--- config.mk ---
export PLATFORM = sky130hd
export DESIGN_NAME = uis_core
export DESIGN_NICKNAME = d
export VERILOG_FILES = /design/src/rtl/uis_pkg.sv /design/src/rtl/uis_core.sv
export SDC_FILE = /design/constraint.sdc
export NUM_CORES = 1
export LEC_CHECK = 0
export ABC_AREA = 0
export BUFFER_PORTS_ARGS = -buffer_cell sky130_fd_sc_hd__buf_4
export CAP_MARGIN = 15
export CORE_ASPECT_RATIO = 1.75
export CORE_UTILIZATION = 35
export DETAILED_ROUTE_END_ITERATION = 10
export GPL_ROUTABILITY_DRIVEN = 0
export HOLD_SLACK_MARGIN = 0.03
export PLACE_DENSITY_LB_ADDON = 0.3
export SLEW_MARGIN = 20
export SYNTH_ARGS = -nofsm -noshare
export SYNTH_HDL_FRONTEND = slang
export SYNTH_SLANG_ARGS = --single-unit
--- constraint.sdc ---
create_clock -name core_clk_in -period 3.9 [get_ports core_clk_in]
set_clock_uncertainty 0.1 [all_clocks]
set_input_delay 0.195 -clock core_clk_in [delete_from_list [all_inputs] [get_ports core_clk_in]]
set_output_delay 0.195 -clock core_clk_in [all_outputs]
set_load 0.1 [all_outputs]
--- src/rtl/uis_pkg.sv ---
// Package with register map, field positions and reset values for the interrupt status block
package uis_pkg;
    localparam logic [7:0] ADDR_ISR = 8'h1C;
    localparam logic [7:0] ADDR_FSR = 8'h18;
    localparam logic [7:0] ADDR_MSR = 8'h14;
    localparam logic [7:0] ADDR_IER = 8'h04;
    localparam logic [7:0] ADDR_RBR = 8'h00;
    localparam logic [7:0] ADDR_THR = 8'h00;
    localparam logic [7:0] ADDR_TOR = 8'h20;
    localparam logic [7:0] ADDR_CFG = 8'h40;
    // Status register fields
    localparam int ISR_DMA_OVR_IND = 29;
    localparam int ISR_DMA_IDLE_IND = 28;
    localparam int ISR_DMA_CTS_IND = 27;
    localparam int ISR_DMA_LERR_IND = 26;
    localparam int ISR_DMA_OVR_FLAG = 21;
    localparam int ISR_DMA_IDLE_FLAG = 20;
    localparam int ISR_DMA_CTS_FLAG = 19;
    localparam int ISR_DMA_LERR_FLAG = 18;
    localparam int ISR_OVR_IND = 13;
    localparam int ISR_IDLE_IND = 12;
    localparam int ISR_CTS_IND = 11;
    localparam int ISR_LERR_IND = 10;
    localparam int ISR_TXD_IND = 9;
    localparam int ISR_RXL_IND = 8;
    localparam int ISR_OVR_FLAG = 5;
    localparam int ISR_IDLE_FLAG = 4;
    localparam int ISR_CTS_FLAG = 3;
    localparam int ISR_LERR_FLAG = 2;
    localparam int ISR_TXD_FLAG = 1;
    localparam int ISR_RXL_FLAG = 0;
    // FIFO status and modem status fields
    localparam int FSR_TX_OVER = 24;
    localparam int FSR_BREAK = 6;
    localparam int FSR_FRAME = 5;
    localparam int FSR_PARITY = 4;
    localparam int FSR_ADDR = 3;
    localparam int FSR_RX_OVER = 0;
    localparam int MSR_CTS_TOG = 0;
    // Enable register fields
    localparam int IER_RXL = 0;
    localparam int IER_TXD = 1;
    localparam int IER_LERR = 2;
    localparam int IER_CTS = 3;
    localparam int IER_IDLE = 4;
    localparam int IER_OVR = 5;
    localparam int IER_DMA_TXD = 6;
    localparam int IER_DMA_RXL = 7;
    // Config register fields and reset values
    localparam int CFG_DMA = 0;
    localparam int CFG_RS485 = 1;
    localparam int CFG_TRIG_LSB = 8;
    localparam logic [31:0] IER_RESET = 32'h0000_0000;
    localparam logic [7:0] TRIG_RESET = 8'h01;
    localparam logic [7:0] IDLE_CMP_RESET = 8'h00;
endpackage

--- src/rtl/uis_core.sv ---
// Interrupt flag and indicator logic of a serial port with an APB register slave
`timescale 1ns/1ns
// What this block does
// - DMA overrun indicator is overrun enable AND DMA overrun flag
// - DMA receive-idle indicator is idle enable AND DMA idle flag
// - DMA CTS-change indicator is CTS enable AND DMA CTS flag
// - DMA line-error indicator is line-error enable AND DMA line-error flag
// - Software overrun and receive-idle indicators are enable AND flag
// - Software CTS-change and line-error indicators are enable AND flag
// - Receive-level indicator is receive-level enable AND flag
// - Transmit-drained indicator is enable AND flag, DMA copy in DMA mode
// - Overrun flag follows OR of transmit and receive overflow flags, DMA copy in DMA mode
// - Idle flag sets when FIFO holds data, quiet, counter hits a nonzero compare
// - Reading the receive buffer clears the idle flag
// - CTS-change flag follows the CTS toggled bit, cleared by write one
// - Line-error flag follows OR of break, framing, parity flags
// - In RS-485 mode the address byte flag also sets line error
// - Drained flag sets on last byte to shifter, clears on holding write
// - Receive-level flag sets when FIFO count equals trigger level
// - Receive-level flag clears when count drops below trigger level
// - DMA mode drives six hardware indicators toward interrupt controller
// - CTS toggled bit sets on CTS change, cleared by write one
// - Transmit overflow sets on holding write while FIFO full
module uis_core #(
    parameter int CNT_W = 7
) (
    input wire logic core_clk_in,
    input wire logic resetn_in,
    input wire logic clk_en_in,
    input wire logic psel_in,
    input wire logic penable_in,
    input wire logic pwrite_in,
    input wire logic [7:0] paddr_in,
    input wire logic [31:0] pwdata_in,
    input wire logic cts_in,
    input wire logic rx_overflow_in,
    input wire logic break_in,
    input wire logic framing_in,
    input wire logic parity_in,
    input wire logic addr_byte_in,
    input wire logic tx_full_in,
    input wire logic tx_last_shift_in,
    input wire logic rx_push_in,
    input wire logic [CNT_W-1:0] rx_count_in,
    input wire logic idle_tick_in,
    output logic [31:0] prdata_out,
    output logic pready_out,
    output logic pslverr_out,
    output logic irq_out,
    output logic [5:0] dma_ind_out,
    output logic rx_pop_out,
    output logic tx_push_out
);
    import uis_pkg::*;

    logic [31:0] ier;
    logic [7:0] idle_cmp;
    logic [7:0] trig;
    logic dma_mode, rs485_mode;
    logic tx_over, rx_over, brk, frm, par, adrf;
    logic cts_tog, cts_q, cts_seen;
    logic idle_flag, txd_flag, rxl_flag;
    logic [7:0] idle_cnt;
    logic [31:0] isr;

    // APB decode
    wire acc = psel_in & penable_in;
    wire wr = acc & pwrite_in;
    wire rd = acc & ~pwrite_in;
    wire wr_fsr = wr & (paddr_in == ADDR_FSR);
    wire wr_msr = wr & (paddr_in == ADDR_MSR);
    wire wr_thr = wr & (paddr_in == ADDR_THR);
    wire rd_rbr = rd & (paddr_in == ADDR_RBR);
    wire mapped = (paddr_in == ADDR_ISR) | (paddr_in == ADDR_FSR) | (paddr_in == ADDR_MSR) |
                  (paddr_in == ADDR_IER) | (paddr_in == ADDR_RBR) | (paddr_in == ADDR_TOR) |
                  (paddr_in == ADDR_CFG);

    // Combined flags
    wire ovr_flag = tx_over | rx_over;
    wire lerr_flag = brk | frm | par | (rs485_mode & adrf);
    wire cts_flag = cts_tog;
    wire [CNT_W-1:0] trig_c = trig[CNT_W-1:0];
    wire rx_empty = (rx_count_in == '0);

    // Indicators
    wire ind_ovr = ier[IER_OVR] & ovr_flag;
    wire ind_idle = ier[IER_IDLE] & idle_flag;
    wire ind_cts = ier[IER_CTS] & cts_flag;
    wire ind_lerr = ier[IER_LERR] & lerr_flag;
    wire ind_txd = ier[IER_TXD] & txd_flag;
    wire ind_rxl = ier[IER_RXL] & rxl_flag;
    wire [5:0] next_dma_ind = dma_mode ? {ind_ovr, ind_idle, ind_cts, ind_lerr, ind_txd, ind_rxl} : 6'h00;
    wire next_irq = |{ind_ovr, ind_idle, ind_cts, ind_lerr, ind_txd, ind_rxl};

    // Status word, reserved bits zero
    always_comb begin
        isr = 32'h0000_0000;
        isr[ISR_DMA_OVR_IND] = dma_mode & ind_ovr;
        isr[ISR_DMA_IDLE_IND] = dma_mode & ind_idle;
        isr[ISR_DMA_CTS_IND] = dma_mode & ind_cts;
        isr[ISR_DMA_LERR_IND] = dma_mode & ind_lerr;
        isr[ISR_DMA_OVR_FLAG] = dma_mode & ovr_flag;
        isr[ISR_DMA_IDLE_FLAG] = dma_mode & idle_flag;
        isr[ISR_DMA_CTS_FLAG] = dma_mode & cts_flag;
        isr[ISR_DMA_LERR_FLAG] = dma_mode & lerr_flag;
        isr[ISR_OVR_IND] = ind_ovr;
        isr[ISR_IDLE_IND] = ind_idle;
        isr[ISR_CTS_IND] = ind_cts;
        isr[ISR_LERR_IND] = ind_lerr;
        isr[ISR_TXD_IND] = ind_txd;
        isr[ISR_RXL_IND] = ind_rxl;
        isr[ISR_OVR_FLAG] = ovr_flag;
        isr[ISR_IDLE_FLAG] = idle_flag;
        isr[ISR_CTS_FLAG] = cts_flag;
        isr[ISR_LERR_FLAG] = lerr_flag;
        isr[ISR_TXD_FLAG] = txd_flag;
        isr[ISR_RXL_FLAG] = rxl_flag;
    end

    // Read mux
    logic [31:0] rdata;
    always_comb begin
        rdata = 32'h0000_0000;
        case (paddr_in)
            ADDR_ISR: rdata = isr;
            ADDR_FSR: rdata = {7'h00, tx_over, 17'h0_0000, brk, frm, par, adrf, 2'h0, rx_over};
            ADDR_MSR: rdata = {31'h0000_0000, cts_tog};
            ADDR_IER: rdata = ier;
            ADDR_TOR: rdata = {24'h00_0000, idle_cmp};
            ADDR_CFG: rdata = {16'h0000, trig, 6'h00, rs485_mode, dma_mode};
            default: rdata = 32'h0000_0000;
        endcase
    end

    // Control registers written by software
    always_ff @(posedge core_clk_in) begin
        if (!resetn_in) begin
            ier <= IER_RESET;
            idle_cmp <= IDLE_CMP_RESET;
            trig <= TRIG_RESET;
            dma_mode <= 1'b0;
            rs485_mode <= 1'b0;
        end else if (clk_en_in && wr) begin
            if (paddr_in == ADDR_IER) ier <= pwdata_in;
            if (paddr_in == ADDR_TOR) idle_cmp <= pwdata_in[7:0];
            if (paddr_in == ADDR_CFG) begin
                dma_mode <= pwdata_in[CFG_DMA];
                rs485_mode <= pwdata_in[CFG_RS485];
                trig <= pwdata_in[CFG_TRIG_LSB +: 8];
            end
        end
    end

    // Sticky source flags, set wins over write-one clear
    always_ff @(posedge core_clk_in) begin
        if (!resetn_in) begin
            tx_over <= 1'b0;
            rx_over <= 1'b0;
            brk <= 1'b0;
            frm <= 1'b0;
            par <= 1'b0;
            adrf <= 1'b0;
            cts_tog <= 1'b0;
            cts_q <= 1'b0;
            cts_seen <= 1'b0;
        end else if (clk_en_in) begin
            tx_over <= (wr_thr & tx_full_in) | (tx_over & ~(wr_fsr & pwdata_in[FSR_TX_OVER]));
            rx_over <= rx_overflow_in | (rx_over & ~(wr_fsr & pwdata_in[FSR_RX_OVER]));
            brk <= break_in | (brk & ~(wr_fsr & pwdata_in[FSR_BREAK]));
            frm <= framing_in | (frm & ~(wr_fsr & pwdata_in[FSR_FRAME]));
            par <= parity_in | (par & ~(wr_fsr & pwdata_in[FSR_PARITY]));
            adrf <= (rs485_mode & addr_byte_in) | (adrf & ~(wr_fsr & pwdata_in[FSR_ADDR]));
            cts_q <= cts_in;
            cts_seen <= 1'b1;
            cts_tog <= (cts_seen & (cts_q != cts_in)) | (cts_tog & ~(wr_msr & pwdata_in[MSR_CTS_TOG]));
        end
    end

    // Idle counter, receive-side flags and transmit-drained flag
    always_ff @(posedge core_clk_in) begin
        if (!resetn_in) begin
            idle_cnt <= 8'h00;
            idle_flag <= 1'b0;
            txd_flag <= 1'b1;
            rxl_flag <= 1'b0;
        end else if (clk_en_in) begin
            if (rx_push_in || rd_rbr || rx_empty) idle_cnt <= 8'h00;
            else if (idle_tick_in && idle_cnt != idle_cmp) idle_cnt <= idle_cnt + 8'h01;
            if (!rx_empty && !rx_push_in && !rd_rbr && idle_cnt == idle_cmp && idle_cmp != 8'h00)
                idle_flag <= 1'b1;
            else if (rd_rbr || rx_push_in || rx_empty)
                idle_flag <= 1'b0;
            if (tx_last_shift_in) txd_flag <= 1'b1;
            else if (wr_thr) txd_flag <= 1'b0;
            if (rx_count_in == trig_c) rxl_flag <= 1'b1;
            else if (rx_count_in < trig_c) rxl_flag <= 1'b0;
        end
    end

    // Registered outputs
    always_ff @(posedge core_clk_in) begin
        if (!resetn_in) begin
            prdata_out <= 32'h0000_0000;
            pready_out <= 1'b0;
            pslverr_out <= 1'b0;
            irq_out <= 1'b0;
            dma_ind_out <= 6'h00;
            rx_pop_out <= 1'b0;
            tx_push_out <= 1'b0;
        end else if (clk_en_in) begin
            pready_out <= psel_in & ~penable_in;
            pslverr_out <= psel_in & ~penable_in & ~mapped;
            prdata_out <= (psel_in & ~penable_in & ~pwrite_in) ? rdata : 32'h0000_0000;
            irq_out <= next_irq;
            dma_ind_out <= next_dma_ind;
            rx_pop_out <= rd_rbr & pready_out;
            tx_push_out <= wr_thr & pready_out & ~tx_full_in;
        end
    end

    // Assertions

    // DMA indicators follow enable AND flag one cycle later
    a_dma_ovr_ind: assert property (@(posedge core_clk_in) disable iff (!resetn_in)
        clk_en_in |=> dma_ind_out[5] == $past(dma_mode & ier[IER_OVR] & ovr_flag))
        else $error("dma overrun indicator wrong");
    a_dma_idle_ind: assert property (@(posedge core_clk_in) disable iff (!resetn_in)
        clk_en_in |=> dma_ind_out[4] == $past(dma_mode & ier[IER_IDLE] & idle_flag))
        else $error("dma idle indicator wrong");
    a_dma_cts_ind: assert property (@(posedge core_clk_in) disable iff (!resetn_in)
        clk_en_in |=> dma_ind_out[3] == $past(dma_mode & ier[IER_CTS] & cts_tog))
        else $error("dma cts indicator wrong");
    a_dma_lerr_ind: assert property (@(posedge core_clk_in) disable iff (!resetn_in)
        clk_en_in |=> dma_ind_out[2] == $past(dma_mode & ier[IER_LERR] & lerr_flag))
        else $error("dma line error indicator wrong");
    a_dma_txd_ind: assert property (@(posedge core_clk_in) disable iff (!resetn_in)
        clk_en_in |=> dma_ind_out[1] == $past(dma_mode & ier[IER_TXD] & txd_flag))
        else $error("dma drained indicator wrong");
    a_dma_rxl_ind: assert property (@(posedge core_clk_in) disable iff (!resetn_in)
        clk_en_in |=> dma_ind_out[0] == $past(dma_mode & ier[IER_RXL] & rxl_flag))
        else $error("dma receive level indicator wrong");
    a_dma_ind_off: assert property (@(posedge core_clk_in) disable iff (!resetn_in)
        (clk_en_in & ~dma_mode) |=> dma_ind_out == 6'h00)
        else $error("dma indicators active outside dma mode");

    // Software-mode indicators raise the request line
    a_sw_ovr_ind: assert property (@(posedge core_clk_in) disable iff (!resetn_in)
        (clk_en_in & ier[IER_OVR] & ovr_flag) |=> irq_out)
        else $error("overrun indicator lost");
    a_sw_idle_ind: assert property (@(posedge core_clk_in) disable iff (!resetn_in)
        (clk_en_in & ier[IER_IDLE] & idle_flag) |=> irq_out)
        else $error("idle indicator lost");
    a_sw_cts_ind: assert property (@(posedge core_clk_in) disable iff (!resetn_in)
        (clk_en_in & ier[IER_CTS] & cts_flag) |=> irq_out)
        else $error("cts indicator lost");
    a_sw_lerr_ind: assert property (@(posedge core_clk_in) disable iff (!resetn_in)
        (clk_en_in & ier[IER_LERR] & lerr_flag) |=> irq_out)
        else $error("line error indicator lost");
    a_sw_rxl_ind: assert property (@(posedge core_clk_in) disable iff (!resetn_in)
        (clk_en_in & ier[IER_RXL] & rxl_flag) |=> irq_out)
        else $error("receive level indicator lost");
    a_sw_txd_ind: assert property (@(posedge core_clk_in) disable iff (!resetn_in)
        (clk_en_in & ier[IER_TXD] & txd_flag) |=> irq_out)
        else $error("drained indicator lost");
    a_irq_or: assert property (@(posedge core_clk_in) disable iff (!resetn_in)
        clk_en_in |=> irq_out == $past(next_irq))
        else $error("interrupt line mismatch");
    a_irq_quiet: assert property (@(posedge core_clk_in) disable iff (!resetn_in)
        (clk_en_in & ~(ier[IER_OVR] | ier[IER_IDLE] | ier[IER_CTS] | ier[IER_LERR] | ier[IER_TXD] | ier[IER_RXL]))
        |=> !irq_out)
        else $error("interrupt without enable");

    // Source flags: set, hold and clear
    a_ovr_follow: assert property (@(posedge core_clk_in) disable iff (!resetn_in)
        (clk_en_in & rx_overflow_in) |=> isr[ISR_OVR_FLAG])
        else $error("overrun flag not set");
    a_ovr_hold: assert property (@(posedge core_clk_in) disable iff (!resetn_in)
        (clk_en_in & ovr_flag & ~wr_fsr) |=> ovr_flag)
        else $error("overrun flag dropped without clear");
    a_tx_over_set: assert property (@(posedge core_clk_in) disable iff (!resetn_in)
        (clk_en_in & wr_thr & tx_full_in) |=> tx_over)
        else $error("transmit overflow not set");
    a_lerr_set: assert property (@(posedge core_clk_in) disable iff (!resetn_in)
        (clk_en_in & (break_in | framing_in | parity_in)) |=> lerr_flag)
        else $error("line error flag not set");
    a_lerr_hold: assert property (@(posedge core_clk_in) disable iff (!resetn_in)
        (clk_en_in & lerr_flag & ~wr) |=> lerr_flag)
        else $error("line error flag dropped without clear");
    a_addr_lerr: assert property (@(posedge core_clk_in) disable iff (!resetn_in)
        (clk_en_in & rs485_mode & addr_byte_in & ~wr) |=> lerr_flag)
        else $error("address byte did not set line error");
    a_cts_toggle: assert property (@(posedge core_clk_in) disable iff (!resetn_in)
        (clk_en_in & cts_seen & (cts_q != cts_in)) |=> cts_tog)
        else $error("cts toggle not caught");
    a_cts_clear: assert property (@(posedge core_clk_in) disable iff (!resetn_in)
        (clk_en_in & wr_msr & pwdata_in[MSR_CTS_TOG] & cts_seen & (cts_q == cts_in)) |=> !cts_flag)
        else $error("cts flag not cleared");
    a_txd_set: assert property (@(posedge core_clk_in) disable iff (!resetn_in)
        (clk_en_in & tx_last_shift_in) |=> txd_flag)
        else $error("drained flag not set");
    a_txd_clear: assert property (@(posedge core_clk_in) disable iff (!resetn_in)
        (clk_en_in & wr_thr & ~tx_last_shift_in) |=> !txd_flag)
        else $error("drained flag not cleared");

    // Receive-side flags
    a_rxl_level: assert property (@(posedge core_clk_in) disable iff (!resetn_in)
        (clk_en_in & rx_count_in == trig_c) |=> rxl_flag)
        else $error("receive level flag not set");
    a_rxl_drop: assert property (@(posedge core_clk_in) disable iff (!resetn_in)
        (clk_en_in & (rx_count_in < trig_c)) |=> !rxl_flag)
        else $error("receive level flag not cleared");
    a_idle_set: assert property (@(posedge core_clk_in) disable iff (!resetn_in)
        (clk_en_in & ~rx_empty & ~rx_push_in & ~rd_rbr & (idle_cnt == idle_cmp) & (idle_cmp != 8'h00))
        |=> idle_flag)
        else $error("idle flag not set");
    a_idle_empty: assert property (@(posedge core_clk_in) disable iff (!resetn_in)
        (clk_en_in & rx_empty) |=> !idle_flag)
        else $error("idle flag set with empty fifo");
    a_idle_clear: assert property (@(posedge core_clk_in) disable iff (!resetn_in)
        (clk_en_in & rd_rbr) |=> !idle_flag)
        else $error("idle flag not cleared by read");

    // Bus answer, side pulses, reserved bits and clock-enable freeze
    a_ready_setup: assert property (@(posedge core_clk_in) disable iff (!resetn_in)
        (clk_en_in & psel_in & ~penable_in) |=> pready_out)
        else $error("ready missing in access phase");
    a_ready_pulse: assert property (@(posedge core_clk_in) disable iff (!resetn_in)
        (clk_en_in & pready_out) |=> !pready_out)
        else $error("ready longer than one cycle");
    a_slverr_unmapped: assert property (@(posedge core_clk_in) disable iff (!resetn_in)
        (clk_en_in & psel_in & ~penable_in & ~mapped) |=> pslverr_out)
        else $error("unmapped access without error");
    a_slverr_mapped: assert property (@(posedge core_clk_in) disable iff (!resetn_in)
        (clk_en_in & psel_in & ~penable_in & mapped) |=> !pslverr_out)
        else $error("mapped access with error");
    a_rsvd_zero: assert property (@(posedge core_clk_in) disable iff (!resetn_in)
        (clk_en_in & psel_in & ~penable_in & ~pwrite_in & (paddr_in == ADDR_ISR))
        |=> (prdata_out & 32'hC3C3_C0C0) == 32'h0000_0000)
        else $error("reserved status bits not zero");
    a_pop_read: assert property (@(posedge core_clk_in) disable iff (!resetn_in)
        (clk_en_in & rd_rbr & pready_out) |=> rx_pop_out)
        else $error("no pop after buffer read");
    a_tx_push: assert property (@(posedge core_clk_in) disable iff (!resetn_in)
        (clk_en_in & wr_thr & pready_out & ~tx_full_in) |=> tx_push_out)
        else $error("no push after holding write");
    a_push_full: assert property (@(posedge core_clk_in) disable iff (!resetn_in)
        (clk_en_in & tx_full_in) |=> !tx_push_out)
        else $error("push into full fifo");
    a_freeze_out: assert property (@(posedge core_clk_in) disable iff (!resetn_in)
        !clk_en_in |=> ($stable(irq_out) && $stable(dma_ind_out) && $stable(pready_out) && $stable(prdata_out)))
        else $error("outputs moved while clock enable low");
endmodule

Yosys cells after proc, flatten, opt, wreduce, memory -nomap -nowiden

Index checks and enable logic that the tools add are counted.

Bits in registers: 113
Word-level logic and storage cells: 147

Muxes and demuxes: 11
Add/sub/neg operators: 1
Magnitude comparators: 1
Bitwise operators: 73
Reduce and logical (&&, ||, !) cells: 26
Equality and inequality tests: 10

Operators by type and width:

| operator                                       | count |
|---|---|
| case mux 32 bit (6 select lines)               | 1 |
| AND 1 bit                                      | 45 |
| 2-to-1 mux 32 bit                              | 1 |
| == test 8 x 5 -> 1 bit (second input constant) | 3 |
| OR 1 bit                                       | 17 |
| 2-to-1 mux 8 bit                               | 2 |
| AND reduction 2 bit                            | 7 |
| NOT 1 bit                                      | 11 |
| adder 8 x 1 -> 8 bit (second input constant)   | 1 |
| == test 8 x 3 -> 1 bit (second input constant) | 1 |
| == test 8 x 6 -> 1 bit (second input constant) | 1 |
| == test 8 x 7 -> 1 bit (second input constant) | 1 |
| == test 8 bit                                  | 1 |
| zero test 8 bit                                | 1 |
| inequality test 8 bit                          | 1 |
| nonzero test 2 bit                             | 4 |
| nonzero test 8 bit                             | 1 |
| == test 7 bit                                  | 1 |
| zero test 7 bit                                | 1 |
| less-than comparator 7 bit                     | 1 |
| logical AND 1 bit                              | 6 |
| 2-to-1 mux 1 bit                               | 6 |
| 2-to-1 mux 6 bit                               | 1 |
| OR reduction 6 bit                             | 1 |
| other kinds (3)                                | 6 |

Depth between registers and ports, before layout

Gate-level depths: netlist of the first run.

Word-level depth: 9
Depth in mapped cells: 8
Mapped depth without buffers: 7

Least setup slack after synthesis of the first run

Ideal clock, no wire load.

Path kind: in2reg
Start: input paddr_in[1]
End: register idle_cmp[0]
Buffers on the path: 1
Data arrival time: 1.678 ns
Setup time: 0.117 ns
Required time: 3.683 ns
Cell stages on the path: 6
Path slack: 2.005 ns
Cells stage by stage: or4_1 buf_2 nor4b_4 nand2_1 nand2_1 a21boi_1

Cells in the longest elaborated chain, start to end: 2

RTL lines:

| element                              | RTL line        | text |
|---|---|---|
| from (decl)                          | uis_core.sv:33  | `input wire logic [7:0] paddr_in,` |
| == test 8 x 6 -> 1 bit               | uis_core.sv:145 | `if (paddr_in == ADDR_TOR) idle_cmp <= pwdata_in[7:0];` |
| AND reduction 2 bit (no source line) | n/a             |  |
| to (signal assigned)                 | uis_core.sv:145 |  |
| to (decl)                            | uis_core.sv:57  | `logic [7:0] idle_cmp;` |

Every way passes these cells.
A chain may end at the register's enable or synchronous reset.

Final worst setup path of the first run

Start: register idle_cmp[1]
End: register idle_cnt[2]

Cells in the longest elaborated chain, start to end: 4

RTL lines:

| element                              | RTL line        | text |
|---|---|---|
| inequality test 8 bit                | uis_core.sv:188 | `else if (idle_tick_in && idle_cnt != idle_cmp) idle_cnt <= idle_cnt + 8'h01;` |
| logical AND 1 bit                    | uis_core.sv:188 |  |
| nonzero test 2 bit (no source line)  | n/a             |  |
| AND reduction 2 bit (no source line) | n/a             |  |
| to (signal assigned)                 | uis_core.sv:188 |  |
| to (decl)                            | uis_core.sv:63  | `logic [7:0] idle_cnt;` |

Every way passes these cells.

==> impl_metrics.csv, run 1 <==
group,metric,value,unit
sta,drv_slew,0,
floorplan,num_rows,58,
sta,setup_ws,1.81,ns
sta,rsz0062_at_grt,"no",
yosys,synth_nets,680,
sta,fin_crit_sh,53.5,%
clock_network,numCtsBuffers,17,
layout,nets,809,
sta,fmax,479,MHz
clock_network,htreeDepth,4,
clock_network,clk_pin_slew_worst_paths,0.06,ns
clock_network,cts-root-buf,"clkbuf_16",
setup_path,critPathMaxFanout,6,
place,hpwl,11.1,mm
yosys,synth_cell_types,53,
yosys,syn_avg_cell_area,8.49,um2
sta,slew_headroom,33.1,%
yosys,synth_edf_count,0,
setup_path,cp_cell_sequence,"xor2_1, nor4_1, a21o_1, a21boi_0, mux2i_1",
pwr,cell_internal_pwr,2440,uW
floorplan,io_pins,106,
global_route,grt_overflow,0,
clock_network,cts_max_path_buffers,2,
clock_network,cts.sinks,113,
layout,layout-drive-gt1-share,20.2,%
pwr,power_frac_seq,38.2,%
detailed_routing,wl,15.7,mm
pwr,p_sw,616,uW
setup_path,critPathRequiredTime,4.09,ns
yosys,synth_seq_area_share,43.7,%
setup_path,critical_path_buf_inv_count,0,
setup_path,start_kind,"register",
global_route,antenna_found_initial,0,
layout,area_growth,37.7,%
clock_network,clk_latency,0.40,ns
global_route,grt_pass1_vias,4990,
sta,whs,0.0615,ns
layout,fillers,1386,
pwr,irDropWorstVdd,0.000282,V
floorplan,core_area,0.0144,mm2
yosys,synth-seq-cells,113,
detailed_routing,routedWlPerCell,16.9,um
sta,setup_viol,0,
detailed_routing,ant_nets,0,
yosys,synth_area,0.00517,mm2
setup_path,cp.arrival,2.27,ns
detailed_routing,drc,0,
place,post-place-ws,1.45,ns
floorplan,die-width,93.9,um
floorplan,start_util,36.0,%
setup_path,slowest_stage,"nor4_1",
outcome,status,"finished, final reports clean",
floorplan,die_y,163,um
sta,hold_viol_final,0,
pwr,leakage,0.00271,uW
yosys,yosysWarnings,0,
setup_path,worstSetupEndpointType,"register",
global_route,grt_first_pass_wirelength,24.8,mm
detailed_routing,drtIter0Drc,327,
setup_path,max_stage_delay,0.72,ns
setup_path,crit_family,"simple AND/OR/NAND/NOR gates",
global_route,grt_usage,21.2,%
detailed_routing,drt-pass1-iter-count,6,
yosys,synth_top_flop_cell,"dfxtp_1",
yosys,synthCells,609,
clock_network,cts.repair.resized,0,
setup_path,worstSetupPathType,"register to register",
hold_path,hold_class,"input port to register",
pwr,pwr-share-clk,55.5,%
pwr,swShare,20.2,%
clock_network,cts_tree,"yes",
sta,worstMarginPinSlew,0.993,ns
place,portBuffers,105,
floorplan,dieArea,0.0153,mm2
pwr,pwr_density_cell,429,mW/mm2
detailed_routing,num_vias,4925,
layout,antenna_cells,0,
global_route,grt_max_degree,91,
sta,period_minus_slack,2.09,ns
sta,fin_tns_setup,0,ns
pwr,pwr-share-comb,6.3,%
yosys,async_flop_share,0,%
run,max_cap_violations,0,
detailed_routing,vias_per_cell,5.29,
worst register-to-register path, delay by kind of cell, from the launching register on:
kind / cells / cell delay [ns]
muxes: 1 / 0.18
AOI/OAI and AO/OA: 2 / 0.47
xor gates and xnor gates: 1 / 0.17
DFF: 1 / 0.34
and+or+nand+nor: 1 / 0.72
registers in the layout, summed over array words and instances, names as in the netlist, 6 cells and up:
| signal | cells |
|---|---|
| dma_ind_out | 6 |
| ier | 32 |
| prdata_out | 32 |
| idle_cnt | 8 |
| trig | 8 |
| idle_cmp | 8 |
routing by layer:
metal	share of wire (%)	vias up	GRT usage [%]	wire length (um)
li1	-	2398	-	-
met1	39	2341	22.8	6110
met4	3.3	0	10.3	511
met2	53	156	37.9	8300
met3	4.9	30	5.14	771
met5	0	-	0	0
cell type report:
type | instances | area, um2 | area share (%)
clock buffer | 22 | 474 | 6.66
sequential | 113 | 2260 | 31.8
inverter | 20 | 75.1 | 1.05
timing repair buffer | 153 | 1250 | 17.5
clock inverter | 10 | 180 | 2.53
multi-input combinational | 433 | 2660 | 37.3
tap | 180 | 225 | 3.16
placed cells by master (no fill, tap or decap), drive strengths merged, types with 2 or more instances in the layout:
cell type and instances:
or2 3, o21a 2, clkinv 3, a211oi 3, and4 3, a22o 6, buf 113, nand2 127
nand3b 8, clkinvlp 2, a221oi 3, and3 2, clkbuf 22, nor3 6, nor2b 23, a222oi 6
xnor2 4, mux2i 5, dfxtp 113, xor2 10, a21o 4, dlygate4sd3 40, bufinv 5, a31oi 2
and2 8, ha 8, a21boi 58, nand3 40, nor4 8, nand2b 5, a41oi 2, or4 3
o21ai 27, a22oi 11, nor2 10, a21oi 11, o22ai 4, inv 20, a32oi 10
path summary, 6_finish.rpt:
| kind | from | endpoint | slack (ns) | depth (start not counted) |
|---|---|---|---|---|
| max reg2reg | idle_cmp[1] | idle_cnt[2] | 1.81 | 5 |
| min | penable_in | pready_out | 0.06 | 3 |
| min reg2reg | prdata_out[8] | prdata_out[8] | 0.35 | 2 |
| max | idle_cmp[1] | idle_cnt[2] | 1.81 | 5 |
power by group through the flow:
stage	Clock [uW]	Combinational (uW)	Sequential [uW]
after CTS	1720	191	1170
after global placement	0	155	1190
after floorplan	0	65.8	1200
after detailed placement	0	159	1190
after global routing	1770	204	1170
final	1700	191	1170
synthesized netlist by cell type (all sizes together), types with 5 or more instances:
library cell  count  area share, %
a32oi            10            1.7
a222oi            6            1.2
buf              14            1.7
a22o              6            1.0
nor3              6           0.68
nor2             10           0.73
nor4              8            1.5
nand3b            8            1.2
and2              8           0.97
mux2i             5           0.97
nand2b            5           0.60
ha                8            1.9
nor2b            23            2.8
clkbuf           29            2.1
inv              20            1.5
dfxtp           113             44
xor2             10            1.7
nand3            40            3.9
a21boi           58            8.4
a21oi            11            1.1
nand2           127            9.3
o21ai            27            2.6
a22oi            11            1.6
through the flow:
step | util (%) | cells | power, uW | area (um2)
after global routing | 49.6 | 931 | 3140 | 7120
after CTS | 49.6 | 931 | 3080 | 7120
final | 49.6 | 931 | 3060 | 7120
after floorplan | - | 609 | 1260 | 5170
after global placement | 42.2 | 859 | 1350 | 6070
after detailed placement | 42.2 | 859 | 1350 | 6070
kinds of logic (layout without fill, tap and decap cells):
| group | Yosys count | count (layout) | synth area share, % |
|---|---|---|---|
| buf+inv | 63 | 205 | 5.27 |
| simple gates | 250 | 250 | 24.1 |
| flops | 113 | 113 | 43.7 |
| mux | 5 | 5 | 0.968 |
| compound gates | 156 | 156 | 21.6 |
| fa+ha+maj | 8 | 8 | 1.94 |
| xor+xnor | 14 | 14 | 2.37 |
timing repair:
item,CTS,global route
buffers inserted,0,0
endpoints found under the setup margin,0,0
endpoints found under the hold margin,59,0
hold buffers,40,0
(Power assumes the default switching activity.)
==> run 2, diff against run 1 <==
Clock period 3.9 ns to 1.7 ns, I/O delays scaled along.
==> impl_metrics.csv, run 2 (synthesis results as in run 1) <==
group,metric,value,unit
sta,slew_headroom,68.3,%
hold_path,hold_class,"input port to register",
global_route,grt_overflow,0,
setup_path,critPathMaxFanout,6,
setup_path,critPathLaunch,"idle_cmp[1]",
clock_network,cts_max_path_buffers,2,
place,hpwl,12.1,mm
pwr,leakage,0.00298,uW
floorplan,dieArea,0.0153,mm2
layout,seqCellArea,0.00227,mm2
setup_path,critPathRequiredTime,1.90,ns
hold_path,min_from,"idle_tick_in",
pwr,irDropWorstVdd,0.000696,V
layout,multiInputGateArea,0.00270,mm2
setup_path,cp.arrival,1.84,ns
detailed_routing,drc,0,
global_route,antenna_found_initial,0,
detailed_routing,wl,16.7,mm
place,post-place-ws,-0.325,ns
pwr,pwr-share-clk,53.4,%
floorplan,io_pins,106,
clock_network,numCtsBuffers,17,
sta,drv_slew,0,
pwr,power,6810,uW
clock_network,htreeDepth,4,
layout,final_core_util,53.0,%
outcome,status,"finished, final reports clean",
layout,area_growth,47.4,%
sta,rsz0062_at_grt,"yes",
pwr,p_sw,1470,uW
clock_network,clk_latency,0.42,ns
layout,reg_top3,"ier: 32 flops, prdata_out: 32 flops",
sta,hold_viol_final,0,
detailed_routing,ant_nets,0,
layout,final_cell_mix,"156 x buf_4, 125 x nand2_1, 103 x dfxtp_1, 43 x dlygate4sd3_1, 42 x a21boi_0",
detailed_routing,drtIter0Drc,304,
global_route,grt_first_pass_wirelength,26.1,mm
floorplan,start_util,36.0,%
layout,layout-drive-gt1-share,27.2,%
floorplan,die_y,163,um
layout,final_common_cell,"buf_4",
setup_path,worstSetupPathType,"register to register",
pwr,cell_internal_pwr,5330,uW
sta,worstMarginPinSlew,0.475,ns
setup_path,r2r-start,"idle_cmp[1]",
clock_network,clk_pin_slew_worst_paths,0.05,ns
layout,nets,862,
clock_network,cts-root-buf,"clkbuf_16",
layout,fillers,1369,
global_route,grt_max_degree,56,
sta,setup_viol,0,
pwr,pwr_density_cell,893,mW/mm2
setup_path,worstSetupEndpointType,"register",
detailed_routing,routedWlPerCell,17.0,um
sta,fmax,610,MHz
run,max_cap_violations,0,
sta,setup_ws,0.0606,ns
place,portBuffers,105,
sta,fin_crit_sh,96.4,%
clock_network,cts_tree,"yes",
sta,period_minus_slack,1.64,ns
clock_network,cts.sinks,113,
floorplan,num_rows,58,
floorplan,die-width,93.9,um
global_route,grt_usage,22.6,%
global_route,grt_pass1_vias,5192,
layout,antenna_cells,0,
pwr,swShare,21.6,%
pwr,power_frac_seq,39.4,%
detailed_routing,vias_per_cell,5.25,
detailed_routing,drt-pass1-iter-count,6,
setup_path,start_kind,"register",
detailed_routing,num_vias,5167,
floorplan,core_area,0.0144,mm2
pwr,pwr-share-comb,7.2,%
run 2: cell count changes in the layout (fill, tap and decap cells not counted), sizes merged:
| cell | before | now |
|---|---|---|
| buf | 113 | 163 |
| dlygate4sd3 | 40 | 43 |
| bufinv | 5 | 3 |
| clkinv | 3 | 4 |
| clkinvlp | 2 | 3 |
run 2: final timing paths:
check                        to  slack, ns  cells past startpoint
hold reg to reg   prdata_out[5]       0.35                      2
setup reg to reg    idle_cnt[2]       0.06                      5
hold / removal      idle_cnt[5]       0.06                      5
setup / recovery    idle_cnt[2]       0.06                      5
run 2: area by class of cell:
type	instances	area share, %
Sequential cell	113	29.8
Timing Repair Buffer	206	22.8
Tap cell	180	2.95
Clock inverter	10	1.74
Inverter	20	0.985
Multi-Input combinational cell	433	35.4
Clock buffer	22	6.22
run 2: per-stage QoR:
step                      std cells  TNS (ns)  hold WS (ns)  area (um2)
after global placement          908    -17.23         0.232        6540
after global routing            984   -0.0380        0.0769        7620
after floorplan                 609   -0.0568         0.124        5200
after CTS                       983         0        0.0563        7580
final                           984         0        0.0621        7620
after detailed placement        908    -19.98         0.244        6540
run 2: power groups by stage:
stage / logic, uW / clock network [uW] / registers [uW]
finish: 489 / 3640 / 2680
global route: 522 / 3810 / 2680
CTS: 485 / 3680 / 2680
detailed placement: 404 / 0 / 2740
global placement: 397 / 0 / 2730
floorplan: 152 / 0 / 2750
run 2: worst max-delay path: stages (launching register included):
cell and delay (ns):
dfxtp_2 0.34, xor2_1 0.17, nor4_2 0.36, a21o_1 0.27, a21boi_0 0.13, mux2i_1 0.15
run 2: layer usage:
metal | up-vias | global-route usage (%) | wire length, um
met5 | - | 0 | 0
met4 | 0 | 12.7 | 567
met3 | 35 | 5.04 | 902
met2 | 163 | 41.7 | 9050
met1 | 2468 | 22.9 | 6200
li1 | 2501 | - | -
run 2: what timing repair did:
item / 4_1_cts / 5_1_grt
resized for setup: 0 / 16
setup endpoints to repair: 0 / 10
endpoints found under the hold margin: 62 / 0
setup buffers: 0 / 1
hold buffers: 43 / 0
